--- src/ebp_pkg.sv ---
// constants and state types of the external bus port
// What this block does
// - drive address as master, accept as slave
// - drive and receive 64-bit data bus
// - read strobe on every non-SDRAM read
// - read strobe is slave read input
// - strobes change together with the address
// - write-low for even word or 32-bit zone
// - write-high for long or odd word outside 32-bit zone
// - write strobes are slave write inputs
// - as slave, withhold acknowledge for waits
// - boot select is boot memory chip select
// - boot select pin sampled in reset as strap
// - bank-0 select when address top is 00110
// - bank-1 select when address top is 00111
// - host-space select when address bit 31 set
// - only current master drives address, strobes, selects and burst; as slave it drives acknowledge and read data
// - master asserts burst on consecutive addresses
// - slave bursts increment target address per transfer
// - release all outputs when host is granted
// - everything timed by the system clock
package ebp_pkg;
  localparam int ADDR_W = 32;
  localparam int DATA_W = 64;
  localparam int FIFO_DEPTH = 16;
  localparam int FE_W = ADDR_W + DATA_W + 2;
  localparam int SYNC_W = ADDR_W + DATA_W + 8;
  // bit positions inside the synchroniser vector
  localparam int SY_GRANT = 0;
  localparam int SY_MASTER = 1;
  localparam int SY_BMS = 2;
  localparam int SY_BURST_INDICATOR = 3;
  localparam int SY_ACK = 4;
  localparam int SY_WRH = 5;
  localparam int SY_WRL = 6;
  localparam int SY_RD = 7;
  localparam int SY_DATA_LSB = 8;
  localparam int SY_ADDR_LSB = 72;
  // address decode
  localparam int SEL_MSB = 31;
  localparam int SEL_LSB = 27;
  localparam logic [4:0] BANK0_PAT = 5'h06;
  localparam logic [4:0] BANK1_PAT = 5'h07;
  localparam logic [4:0] SLV_WIN_PAT = 5'h00;
  localparam int HOST_BIT = 31;
  // cycles before a synchronised acknowledge is trusted
  localparam logic [1:0] ACK_SETTLE = 2'h3;
  localparam logic STROBE_OFF = 1'b1;
  localparam logic [ADDR_W-1:0] ADDR_RST = 32'h0000_0000;
  localparam logic [DATA_W-1:0] DATA_RST = 64'h0;
  typedef enum logic [2:0] {
    M_IDLE = 3'b001,
    M_WAIT = 3'b010,
    M_DONE = 3'b100
  } ebp_mst_e;
  typedef enum logic [3:0] {
    S_IDLE = 4'b0001,
    S_WR = 4'b0010,
    S_RD = 4'b0100,
    S_END = 4'b1000
  } ebp_slv_e;
endpackage

--- src/ebp_port.sv ---
// external bus port: master cycles, slave access and decoded selects
`timescale 1ns/100ps
`default_nettype none
module ebp_port
  import ebp_pkg::*;
(
  input wire logic clk_sys,
  input wire logic rstn,
  // external bus pins
  input wire logic [ADDR_W-1:0] ext_address_bus_i,
  output logic [ADDR_W-1:0] ext_address_bus_o,
  output logic ext_address_bus_oe,
  input wire logic [DATA_W-1:0] ext_data_bus_i,
  output logic [DATA_W-1:0] ext_data_bus_o,
  output logic ext_data_bus_oe,
  input wire logic read_strobe_n_i,
  output logic read_strobe_n_o,
  input wire logic write_low_strobe_n_i,
  output logic write_low_strobe_n_o,
  input wire logic write_high_strobe_n_i,
  output logic write_high_strobe_n_o,
  output logic strobe_oe,
  input wire logic ack_n_i,
  output logic ack_n_o,
  output logic ack_oe,
  input wire logic burst_indicator_n_i,
  output logic burst_indicator_n_o,
  output logic burst_indicator_oe,
  input wire logic boot_mem_select_n_i,
  output logic boot_mem_select_n_o,
  output logic bank0_select_n,
  output logic bank1_select_n,
  output logic host_space_select_n,
  output logic select_oe,
  input wire logic bus_master_own,
  input wire logic host_grant_n,
  output logic boot_source_strap,
  // master request side
  input wire logic mst_req_valid,
  output logic mst_req_ready,
  input wire logic mst_req_write,
  input wire logic [ADDR_W-1:0] mst_req_addr,
  input wire logic [DATA_W-1:0] mst_req_data,
  input wire logic mst_req_long,
  input wire logic mst_req_zone32,
  input wire logic mst_req_sdram,
  input wire logic mst_req_boot,
  input wire logic mst_req_burst_more,
  output logic mst_rd_valid,
  output logic [DATA_W-1:0] mst_rd_data,
  // slave side toward internal memory
  output logic slv_wr_valid,
  input wire logic slv_wr_ready,
  output logic [ADDR_W-1:0] slv_wr_addr,
  output logic [DATA_W-1:0] slv_wr_data,
  output logic slv_wr_low,
  output logic slv_wr_high,
  output logic slv_rd_req,
  output logic [ADDR_W-1:0] slv_rd_addr,
  input wire logic slv_rd_valid,
  input wire logic [DATA_W-1:0] slv_rd_data
);
  logic [SYNC_W-1:0] sync_s1_ff;
  logic [SYNC_W-1:0] sync_s2_ff;
  ebp_mst_e mst_st_ff;
  ebp_mst_e nxt_mst_st;
  ebp_slv_e slv_st_ff;
  ebp_slv_e nxt_slv_st;
  logic [1:0] settle_ff;
  logic burst_more_ff;
  logic mst_is_write_ff;
  logic rd_p_ff;
  logic wr_p_ff;
  logic [ADDR_W-1:0] burst_cnt_ff;
  logic burst_cnt_vld_ff;
  logic [FE_W-1:0] ent_ff;
  logic fifo_in_ready;
  logic [FE_W-1:0] fifo_out;
  logic fifo_out_valid;

  // two-flop synchroniser for every pin input, free running so the strap is seen in reset
  always_ff @(posedge clk_sys)
  begin
    sync_s1_ff <= {ext_address_bus_i, ext_data_bus_i, read_strobe_n_i,
                   write_low_strobe_n_i, write_high_strobe_n_i, ack_n_i,
                   burst_indicator_n_i, boot_mem_select_n_i, bus_master_own,
                   host_grant_n};
    sync_s2_ff <= sync_s1_ff;
  end

  // views of the synchronised pins
  wire [ADDR_W-1:0] addr_s = sync_s2_ff[SY_ADDR_LSB +: ADDR_W];
  wire [DATA_W-1:0] data_s = sync_s2_ff[SY_DATA_LSB +: DATA_W];
  wire rd_n_s = sync_s2_ff[SY_RD];
  wire wrl_n_s = sync_s2_ff[SY_WRL];
  wire wrh_n_s = sync_s2_ff[SY_WRH];
  wire ack_n_s = sync_s2_ff[SY_ACK];
  wire burst_indicator_n_s = sync_s2_ff[SY_BURST_INDICATOR];
  wire bms_s = sync_s2_ff[SY_BMS];
  wire drive_en = sync_s2_ff[SY_MASTER] & sync_s2_ff[SY_GRANT];

  // master request decode
  wire acc = mst_req_valid & mst_req_ready;
  wire wr_low_need = mst_req_write & (~mst_req_addr[0] | mst_req_zone32);
  wire wr_high_need = mst_req_write & ~mst_req_zone32
                      & (mst_req_long | mst_req_addr[0]);
  wire rd_need = ~mst_req_write & ~mst_req_sdram;
  wire [4:0] req_top = mst_req_addr[SEL_MSB:SEL_LSB];
  wire dec_bank0 = (req_top == BANK0_PAT);
  wire dec_bank1 = (req_top == BANK1_PAT);
  wire dec_host = mst_req_addr[HOST_BIT];
  wire ack_seen = (mst_st_ff == M_WAIT) & (settle_ff == ACK_SETTLE) & ~ack_n_s;

  // master state sequencing
  always_comb
  begin
    nxt_mst_st = mst_st_ff;
    case (mst_st_ff)
      M_IDLE:
      begin
        if (acc)
        begin
          nxt_mst_st = M_WAIT;
        end
      end
      M_WAIT:
      begin
        if (ack_seen)
        begin
          nxt_mst_st = M_DONE;
        end
      end
      M_DONE: nxt_mst_st = M_IDLE;
      default: nxt_mst_st = M_IDLE;
    endcase
  end

  // slave strobe edges on the synchronised pins
  wire wr_any = ~wrl_n_s | ~wrh_n_s;
  wire slv_hit = ~drive_en & (addr_s[SEL_MSB:SEL_LSB] == SLV_WIN_PAT);
  wire wr_edge = slv_hit & wr_any & ~wr_p_ff;
  wire rd_edge = slv_hit & ~rd_n_s & rd_p_ff;
  wire strobes_off = rd_n_s & wrl_n_s & wrh_n_s;
  wire use_cnt = ~burst_indicator_n_s & burst_cnt_vld_ff;
  wire [ADDR_W-1:0] tgt_addr = use_cnt ? burst_cnt_ff : addr_s;
  wire slv_start = (slv_st_ff == S_IDLE) & (wr_edge | rd_edge);

  // slave state sequencing
  always_comb
  begin
    nxt_slv_st = slv_st_ff;
    case (slv_st_ff)
      S_IDLE:
      begin
        if (wr_edge)
        begin
          nxt_slv_st = S_WR;
        end
        else if (rd_edge)
        begin
          nxt_slv_st = S_RD;
        end
      end
      S_WR:
      begin
        if (fifo_in_ready)
        begin
          nxt_slv_st = S_END;
        end
      end
      S_RD:
      begin
        if (slv_rd_valid)
        begin
          nxt_slv_st = S_END;
        end
      end
      S_END:
      begin
        if (strobes_off | drive_en)
        begin
          nxt_slv_st = S_IDLE;
        end
      end
      default: nxt_slv_st = S_IDLE;
    endcase
  end

  // state registers and small counters
  always_ff @(posedge clk_sys)
  begin
    if (!rstn)
    begin
      mst_st_ff <= M_IDLE;
      slv_st_ff <= S_IDLE;
      settle_ff <= '0;
      rd_p_ff <= STROBE_OFF;
      wr_p_ff <= 1'b0;
    end
    else
    begin
      mst_st_ff <= nxt_mst_st;
      slv_st_ff <= nxt_slv_st;
      settle_ff <= (mst_st_ff != M_WAIT) ? 2'h0 : settle_ff + 2'(settle_ff != ACK_SETTLE);
      rd_p_ff <= rd_n_s;
      wr_p_ff <= wr_any;
    end
  end

  // address, strobes and selects all load on one edge
  always_ff @(posedge clk_sys)
  begin
    if (!rstn)
    begin
      ext_address_bus_o <= ADDR_RST;
      read_strobe_n_o <= STROBE_OFF;
      write_low_strobe_n_o <= STROBE_OFF;
      write_high_strobe_n_o <= STROBE_OFF;
      bank0_select_n <= STROBE_OFF;
      bank1_select_n <= STROBE_OFF;
      host_space_select_n <= STROBE_OFF;
      boot_mem_select_n_o <= STROBE_OFF;
      mst_is_write_ff <= 1'b0;
    end
    else if (acc)
    begin
      ext_address_bus_o <= mst_req_addr;
      read_strobe_n_o <= ~rd_need;
      write_low_strobe_n_o <= ~wr_low_need;
      write_high_strobe_n_o <= ~wr_high_need;
      bank0_select_n <= ~dec_bank0;
      bank1_select_n <= ~dec_bank1;
      host_space_select_n <= ~dec_host;
      boot_mem_select_n_o <= ~mst_req_boot;
      mst_is_write_ff <= mst_req_write;
    end
    else if (mst_st_ff == M_DONE)
    begin
      read_strobe_n_o <= STROBE_OFF;
      write_low_strobe_n_o <= STROBE_OFF;
      write_high_strobe_n_o <= STROBE_OFF;
      bank0_select_n <= STROBE_OFF;
      bank1_select_n <= STROBE_OFF;
      host_space_select_n <= STROBE_OFF;
      boot_mem_select_n_o <= STROBE_OFF;
    end
  end

  // burst indicator held across consecutive master transfers
  always_ff @(posedge clk_sys)
  begin
    if (!rstn)
    begin
      burst_indicator_n_o <= STROBE_OFF;
      burst_more_ff <= 1'b0;
    end
    else if (acc)
    begin
      burst_indicator_n_o <= ~(mst_req_burst_more | burst_more_ff);
      burst_more_ff <= mst_req_burst_more;
    end
    else if ((mst_st_ff == M_DONE) && !burst_more_ff)
    begin
      burst_indicator_n_o <= STROBE_OFF;
    end
  end

  // output enables and master handshake
  always_ff @(posedge clk_sys)
  begin
    if (!rstn)
    begin
      ext_address_bus_oe <= 1'b0;
      strobe_oe <= 1'b0;
      select_oe <= 1'b0;
      burst_indicator_oe <= 1'b0;
      mst_req_ready <= 1'b0;
      ack_oe <= 1'b0;
      ack_n_o <= STROBE_OFF;
    end
    else
    begin
      ext_address_bus_oe <= drive_en;
      strobe_oe <= drive_en;
      select_oe <= drive_en;
      burst_indicator_oe <= drive_en;
      mst_req_ready <= drive_en & (nxt_mst_st == M_IDLE) & ~acc;
      ack_oe <= (nxt_slv_st != S_IDLE);
      ack_n_o <= (nxt_slv_st != S_END);
    end
  end

  // shared data pins: master write data or slave read data
  always_ff @(posedge clk_sys)
  begin
    if (!rstn)
    begin
      ext_data_bus_o <= DATA_RST;
      ext_data_bus_oe <= 1'b0;
    end
    else if (acc)
    begin
      ext_data_bus_o <= mst_req_data;
      ext_data_bus_oe <= drive_en & mst_req_write;
    end
    else if ((slv_st_ff == S_RD) && slv_rd_valid)
    begin
      ext_data_bus_o <= slv_rd_data;
      ext_data_bus_oe <= 1'b1;
    end
    else if ((mst_st_ff == M_DONE) || (!drive_en && (slv_st_ff == S_IDLE))
             || ((slv_st_ff == S_END) && (nxt_slv_st == S_IDLE)))
    begin
      ext_data_bus_oe <= 1'b0;
    end
  end

  // master read capture
  always_ff @(posedge clk_sys)
  begin
    if (!rstn)
    begin
      mst_rd_valid <= 1'b0;
      mst_rd_data <= DATA_RST;
    end
    else
    begin
      mst_rd_valid <= ack_seen & ~mst_is_write_ff;
      if (ack_seen && !mst_is_write_ff)
      begin
        mst_rd_data <= data_s;
      end
    end
  end

  // slave address counter, write entry and read request
  always_ff @(posedge clk_sys)
  begin
    if (!rstn)
    begin
      burst_cnt_ff <= ADDR_RST;
      burst_cnt_vld_ff <= 1'b0;
      ent_ff <= '0;
      slv_rd_req <= 1'b0;
      slv_rd_addr <= ADDR_RST;
    end
    else
    begin
      slv_rd_req <= slv_start & ~wr_edge;
      if (slv_start)
      begin
        burst_cnt_ff <= tgt_addr + ADDR_W'(1);
        burst_cnt_vld_ff <= ~burst_indicator_n_s;
        ent_ff <= {tgt_addr, data_s, ~wrl_n_s, ~wrh_n_s};
        slv_rd_addr <= tgt_addr;
      end
      else if (burst_indicator_n_s && slv_st_ff == S_IDLE)
      begin
        burst_cnt_vld_ff <= 1'b0;
      end
    end
  end

  // boot mode strap caught while reset is held
  always_ff @(posedge clk_sys)
  begin
    if (!rstn)
    begin
      boot_source_strap <= bms_s;
    end
  end

  // slave write buffer toward internal memory
  ebp_fifo #(
    .WIDTH(FE_W),
    .DEPTH(FIFO_DEPTH)
  ) u_fifo (
    .clk_sys(clk_sys),
    .rstn(rstn),
    .in_valid(slv_st_ff == S_WR),
    .in_ready(fifo_in_ready),
    .in_data(ent_ff),
    .out_valid(fifo_out_valid),
    .out_ready(slv_wr_ready),
    .out_data(fifo_out)
  );
  assign slv_wr_valid = fifo_out_valid;
  assign {slv_wr_addr, slv_wr_data, slv_wr_low, slv_wr_high} = fifo_out;

  // checks on the driven pins, the boot strap and the slave burst counter
  property p_rd_strobe;
    @(posedge clk_sys) disable iff (!rstn)
    acc && rd_need |=> !read_strobe_n_o && (ext_address_bus_o == $past(mst_req_addr));
  endproperty
  a_rd_strobe: assert property (p_rd_strobe) else $error("read strobe missing");
  property p_wrl;
    @(posedge clk_sys) disable iff (!rstn)
    acc && wr_low_need |=> !write_low_strobe_n_o ##1 !write_low_strobe_n_o;
  endproperty
  a_wrl: assert property (p_wrl) else $error("write low wrong");
  property p_wrh;
    @(posedge clk_sys) disable iff (!rstn)
    acc && mst_req_write && !wr_high_need |=> write_high_strobe_n_o;
  endproperty
  a_wrh: assert property (p_wrh) else $error("write high wrong");
  property p_bank0;
    @(posedge clk_sys) disable iff (!rstn)
    acc && dec_bank0 |=> !bank0_select_n && bank1_select_n
      && (ext_address_bus_o[SEL_MSB:SEL_LSB] == BANK0_PAT);
  endproperty
  a_bank0: assert property (p_bank0) else $error("bank0 select wrong");
  property p_bank1;
    @(posedge clk_sys) disable iff (!rstn)
    !bank1_select_n |-> ext_address_bus_o[SEL_MSB:SEL_LSB] == BANK1_PAT;
  endproperty
  a_bank1: assert property (p_bank1) else $error("bank1 select wrong");
  property p_host;
    @(posedge clk_sys) disable iff (!rstn)
    !host_space_select_n |-> ext_address_bus_o[HOST_BIT];
  endproperty
  a_host: assert property (p_host) else $error("host select wrong");
  property p_release;
    @(posedge clk_sys) disable iff (!rstn)
    !sync_s2_ff[SY_GRANT] |=> !ext_address_bus_oe && !strobe_oe && !select_oe;
  endproperty
  a_release: assert property (p_release) else $error("bus not released");
  property p_strap;
    @(posedge clk_sys)
    !rstn ##1 rstn |-> boot_source_strap == $past(bms_s);
  endproperty
  a_strap: assert property (p_strap) else $error("strap not caught");
  property p_burst_cnt;
    @(posedge clk_sys) disable iff (!rstn)
    slv_start && use_cnt |=> burst_cnt_ff == $past(burst_cnt_ff) + ADDR_W'(1);
  endproperty
  a_burst_cnt: assert property (p_burst_cnt) else $error("burst count stuck");
  property p_wait;
    @(posedge clk_sys) disable iff (!rstn)
    slv_st_ff == S_RD && !slv_rd_valid |=> ack_oe && ack_n_o;
  endproperty
  a_wait: assert property (p_wait) else $error("no wait state");
endmodule // ebp_port
`default_nettype wire

--- src/ebp_fifo.sv ---
// parameterised first-in first-out buffer with valid and ready
`timescale 1ns/100ps
`default_nettype none
module ebp_fifo
  import ebp_pkg::*;
#(
  parameter int WIDTH = FE_W,
  parameter int DEPTH = FIFO_DEPTH
)(
  input wire logic clk_sys,
  input wire logic rstn,
  input wire logic in_valid,
  output logic in_ready,
  input wire logic [WIDTH-1:0] in_data,
  output logic out_valid,
  input wire logic out_ready,
  output logic [WIDTH-1:0] out_data
);
  localparam int AW = $clog2(DEPTH);
  logic [WIDTH-1:0] mem_ff [DEPTH];
  logic [AW-1:0] wr_ptr_ff;
  logic [AW-1:0] rd_ptr_ff;
  logic [AW:0] cnt_ff;
  logic [AW:0] nxt_cnt;
  wire push = in_valid & in_ready;
  wire pop = out_valid & out_ready;

  // flags straight from the occupancy count
  assign in_ready = (cnt_ff != (AW+1)'(DEPTH));
  assign out_valid = (cnt_ff != '0);
  assign out_data = mem_ff[rd_ptr_ff];
  assign nxt_cnt = cnt_ff + (AW+1)'(push) - (AW+1)'(pop);

  // storage array, no reset needed
  always_ff @(posedge clk_sys)
  begin
    if (push)
    begin
      mem_ff[wr_ptr_ff] <= in_data;
    end
  end

  // pointers and count
  always_ff @(posedge clk_sys)
  begin
    if (!rstn)
    begin
      wr_ptr_ff <= '0;
      rd_ptr_ff <= '0;
      cnt_ff <= '0;
    end
    else
    begin
      wr_ptr_ff <= wr_ptr_ff + AW'(push);
      rd_ptr_ff <= rd_ptr_ff + AW'(pop);
      cnt_ff <= nxt_cnt;
    end
  end
endmodule // ebp_fifo
`default_nettype wire

--- config.mk ---
export PLATFORM = sky130hd
export DESIGN_NAME = ebp_port
export DESIGN_NICKNAME = d
export VERILOG_FILES = /design/src/ebp_pkg.sv /design/src/ebp_port.sv /design/src/ebp_fifo.sv
export SDC_FILE = /design/constraint.sdc
export NUM_CORES = 2
export LEC_CHECK = 0
export BUFFER_PORTS_ARGS = -buffer_cell sky130_fd_sc_hd__buf_2
export CAP_MARGIN = 10
export CORE_MARGIN = 2
export CORE_UTILIZATION = 59
export DETAILED_ROUTE_END_ITERATION = 8
export GPL_TIMING_DRIVEN = 0
export HOLD_SLACK_MARGIN = 0.02
export PLACE_DENSITY = 0.78
export SLEW_MARGIN = 40
export SYNTH_ARGS = -nofsm -noshare
export SYNTH_HDL_FRONTEND = slang
export SYNTH_HIERARCHICAL = 1
export SYNTH_SLANG_ARGS = --single-unit
--- constraint.sdc ---
create_clock -name clk_sys -period 15.88 [get_ports clk_sys]
set_input_delay 0.794 -clock clk_sys [delete_from_list [all_inputs] [get_ports clk_sys]]
set_output_delay 0.794 -clock clk_sys [all_outputs]
set_load 0.03 [all_outputs]
==> flow_summary.ini <==
[routing]
drc = 0
drt_iter0_drc = 6289
firstDrtPassIters = 8
wl_per_cell_um = 31.1
routed_wl_um = 228000
final_antenna_net_count = 0
vias = 46900
drt-vias-per-instance = 6.40

[setup_path]
r2r_start = slv_st_ff[2]
cp.arrival_ns = 3.90
cp-end-kind = primary output
crit_type = reg2out
slowest_delay_ns = 0.77
critPathMaxFanout = 10
critPathTopFamily = buffers and inverters
critical_path_required_ns = 15.09
r2r_cells = 14
crit_top_cell = buf_2
r2r_slack_ns = 11.20
path_cells = buf_2 -> buf_2 -> buf_1 -> mux4_2 -> a22oi_1 -> nand2_1 -> buf_2
worstReg2RegEnd = u_fifo/mem_ff[2][38]
setup.worst_path.start_class = flop
cp_slowest_cell = buf_1
path_buf_inv = 4

[synthesis]
synth_top_cell_area_share = 0.614
ys_warn_count = 6
synth-async-reset-ratio = 0
avgSynthCellArea_sq_um = 17.9
syn_area_sq_mm = 0.0768
synth_commonest_cells = edfxtp_1, dfxtp_1, nand2_1
syn_inst = 4289
synth_edf_count = 1569
synth_top_area_cell = edfxtp_1
synth_seq_cells = 2109
synth_most_common_cell = edfxtp_1
yosysSeqAreaShare = 0.755
synthFlopType = edfxtp_1
ys_top_cells_by_area = edfxtp_1, dfxtp_1, mux4_2
ys_types = 79
syn_nets = 4576

[clocking]
h-tree-depth = 4
cts_root_buf = clkbuf_16
clk_latency_ns = 0.84
post_cts_resized = 0
clk_pin_slew_ns = 0.06
clock_path_buffers = 3
cts_tree = built
numCtsBuffers = 195
hold_buffers = 10
clock_sinks = 2109
postCtsSetupBuffers = 0

[finish]
stdcell_area_sq_mm = 0.0913
final_net_count = 5672
final.fill_count = 7694
syn_to_final_growth_pct = 18.9
drive_above_1_share = 0.318

[hold_path]
min_path_type = in2reg
hold_start = bus_master_own
min_to = sync_s1_ff[1]
hold_depth = 1

[die]
row_count = 132
ios = 585
die_x_um = 365
core_sq_mm = 0.129
dieArea_sq_mm = 0.133
initial_core_util = 0.594
fp.dieH_um = 365

[sta]
min_period_over_period = 0.296
fmax_mhz = 213
max_slew_margin = 0.366
hold_viol = 0
fin_crit_ns = 4.70
slew_violations = 0
rsz0062_at_grt = no
fin_setup_tns_ns = 0
fin_skew_ns = 0.0352
hold_slack_ns = 0.0657
setup_viol = 0
tightest_slew_ns = 0.951

[global_routing]
antenna_found_initial = 41
overflow = 0
grt_max_degree = 19
grt_usage = 0.345
grt_pass1_wl_um = 324000
grt_pass1_vias = 47300

[power]
power_density_mw_per_mm2 = 139
p_leak_nw = 32.7
ir_worst_vdd_v = 0.000137

[placement]
gp_congestion = 0.931
post_dp_cell_area_sq_mm = 0.0845
hpwlAfterDp_um = 153000
port_buffers = 584

[status]
outcome = finished, final reports clean

[run]
maxCapViolCount = 0
-- metal layers --
metal / vias up / global-route usage / share of wire
met5: - / 0 / 0.00079
met3: 701 / 0.0865 / 0.12
met4: 16 / 0.206 / 0.070
met2: 3742 / 0.555 / 0.48
met1: 23400 / 0.426 / 0.33
li1: 19000 / - / -
-- cell type report --
class | instances | area [sq um] | share of cell area
Sequential cell | 2109 | 57900 | 0.635
Multi-Input combinational cell | 1875 | 17500 | 0.191
Timing Repair Buffer | 899 | 5550 | 0.0608
Clock buffer | 267 | 5540 | 0.0607
Tap cell | 1742 | 2180 | 0.0239
Buffer | 288 | 1470 | 0.0161
Clock inverter | 98 | 1010 | 0.0111
Antenna cell | 27 | 67.6 | 0.000740
Inverter | 17 | 63.8 | 0.000699
-- cell families (layout without fill, tap and decap cells) --
family                     after synthesis  in the layout  share of synthesized area
other                                    0             27                          0
muxes                                  498            498                      0.129
AOI/OAI and AO/OA                      565            565                     0.0494
DFF                                   2109           2109                      0.755
adders and majority gates               12             12                    0.00205
and+or+nand+nor                        787            787                     0.0435
xor gates and xnor gates                13             13                    0.00148
buffers and inverters                  305           1569                     0.0196
-- state kept, by name, summed over array words and instances, names as in the netlist, 2 cells and up --
name,flops
u_fifo/mem_ff,1568
u_fifo/wr_ptr_ff,4
slv_st_ff,4
sync_s1_ff,104
burst_cnt_ff,32
ent_ff,66
u_fifo/rd_ptr_ff,4
ext_address_bus_o,32
mst_st_ff,3
ext_data_bus_o,64
settle_ff,2
slv_rd_addr,32
sync_s2_ff,104
u_fifo/cnt_ff,5
mst_rd_data,64
-- per-stage QoR --
stage                     utilization  cells  worst slack, ns  power (mW)
final                           0.706   7322            11.18        12.7
after global routing            0.706   7313            11.01        13.0
after CTS                       0.705   7294            11.18        12.7
after detailed placement        0.654   6919            11.33        8.02
after global placement          0.633   6615            -6.70        7.98
after floorplan                     -   4289             4.41        7.40
-- worst register-to-register path, stage by stage, from the launching register on --
cell and delay [ns]:
dfxtp_1 0.37, nor4b_1 0.53, inv_1 0.15, a31oi_1 0.45, nand2_1 0.27, nor4_2 0.64
buf_2 0.33, buf_2 0.20, buf_2 0.21, buf_2 0.22, buf_2 0.21, buf_2 0.19
buf_2 0.20, buf_2 0.21, buf_2 0.20
-- where the power goes --
part	switching (mW)	internal, mW	total, mW
sequential	0.0434	5.90	5.94
combinational	1.17	0.845	2.01
clock	2.04	2.72	4.76
-- worst max path at each step --
stage                           endpoint                 from  cells past startpoint
detailed placement  u_fifo/mem_ff[2][39]         slv_st_ff[1]                     14
global placement    u_fifo/mem_ff[4][38]         slv_st_ff[1]                      5
floorplan            u_fifo/mem_ff[4][0]         slv_st_ff[2]                      5
global route        u_fifo/mem_ff[2][38]         slv_st_ff[1]                     14
CTS                      slv_wr_data[62]  u_fifo/rd_ptr_ff[1]                      7
finish                    slv_wr_addr[0]  u_fifo/rd_ptr_ff[1]                      7
-- cells in the final DEF, fill, tap and decap left out, drive strengths merged, types with 27 or more instances in the layout --
cell    synthesis  final
edfxtp       1569   1569
nor2          131    131
a211oi         92     92
mux2i          98     98
a21oi         188    188
nand2         518    518
clkinv          0     66
buf           138   1019
diode           0     27
a22oi         196    196
mux4          392    392
clkbuf        150    425
dfxtp         540    540
No activity file was read; power rests on OpenSTA's default activity.
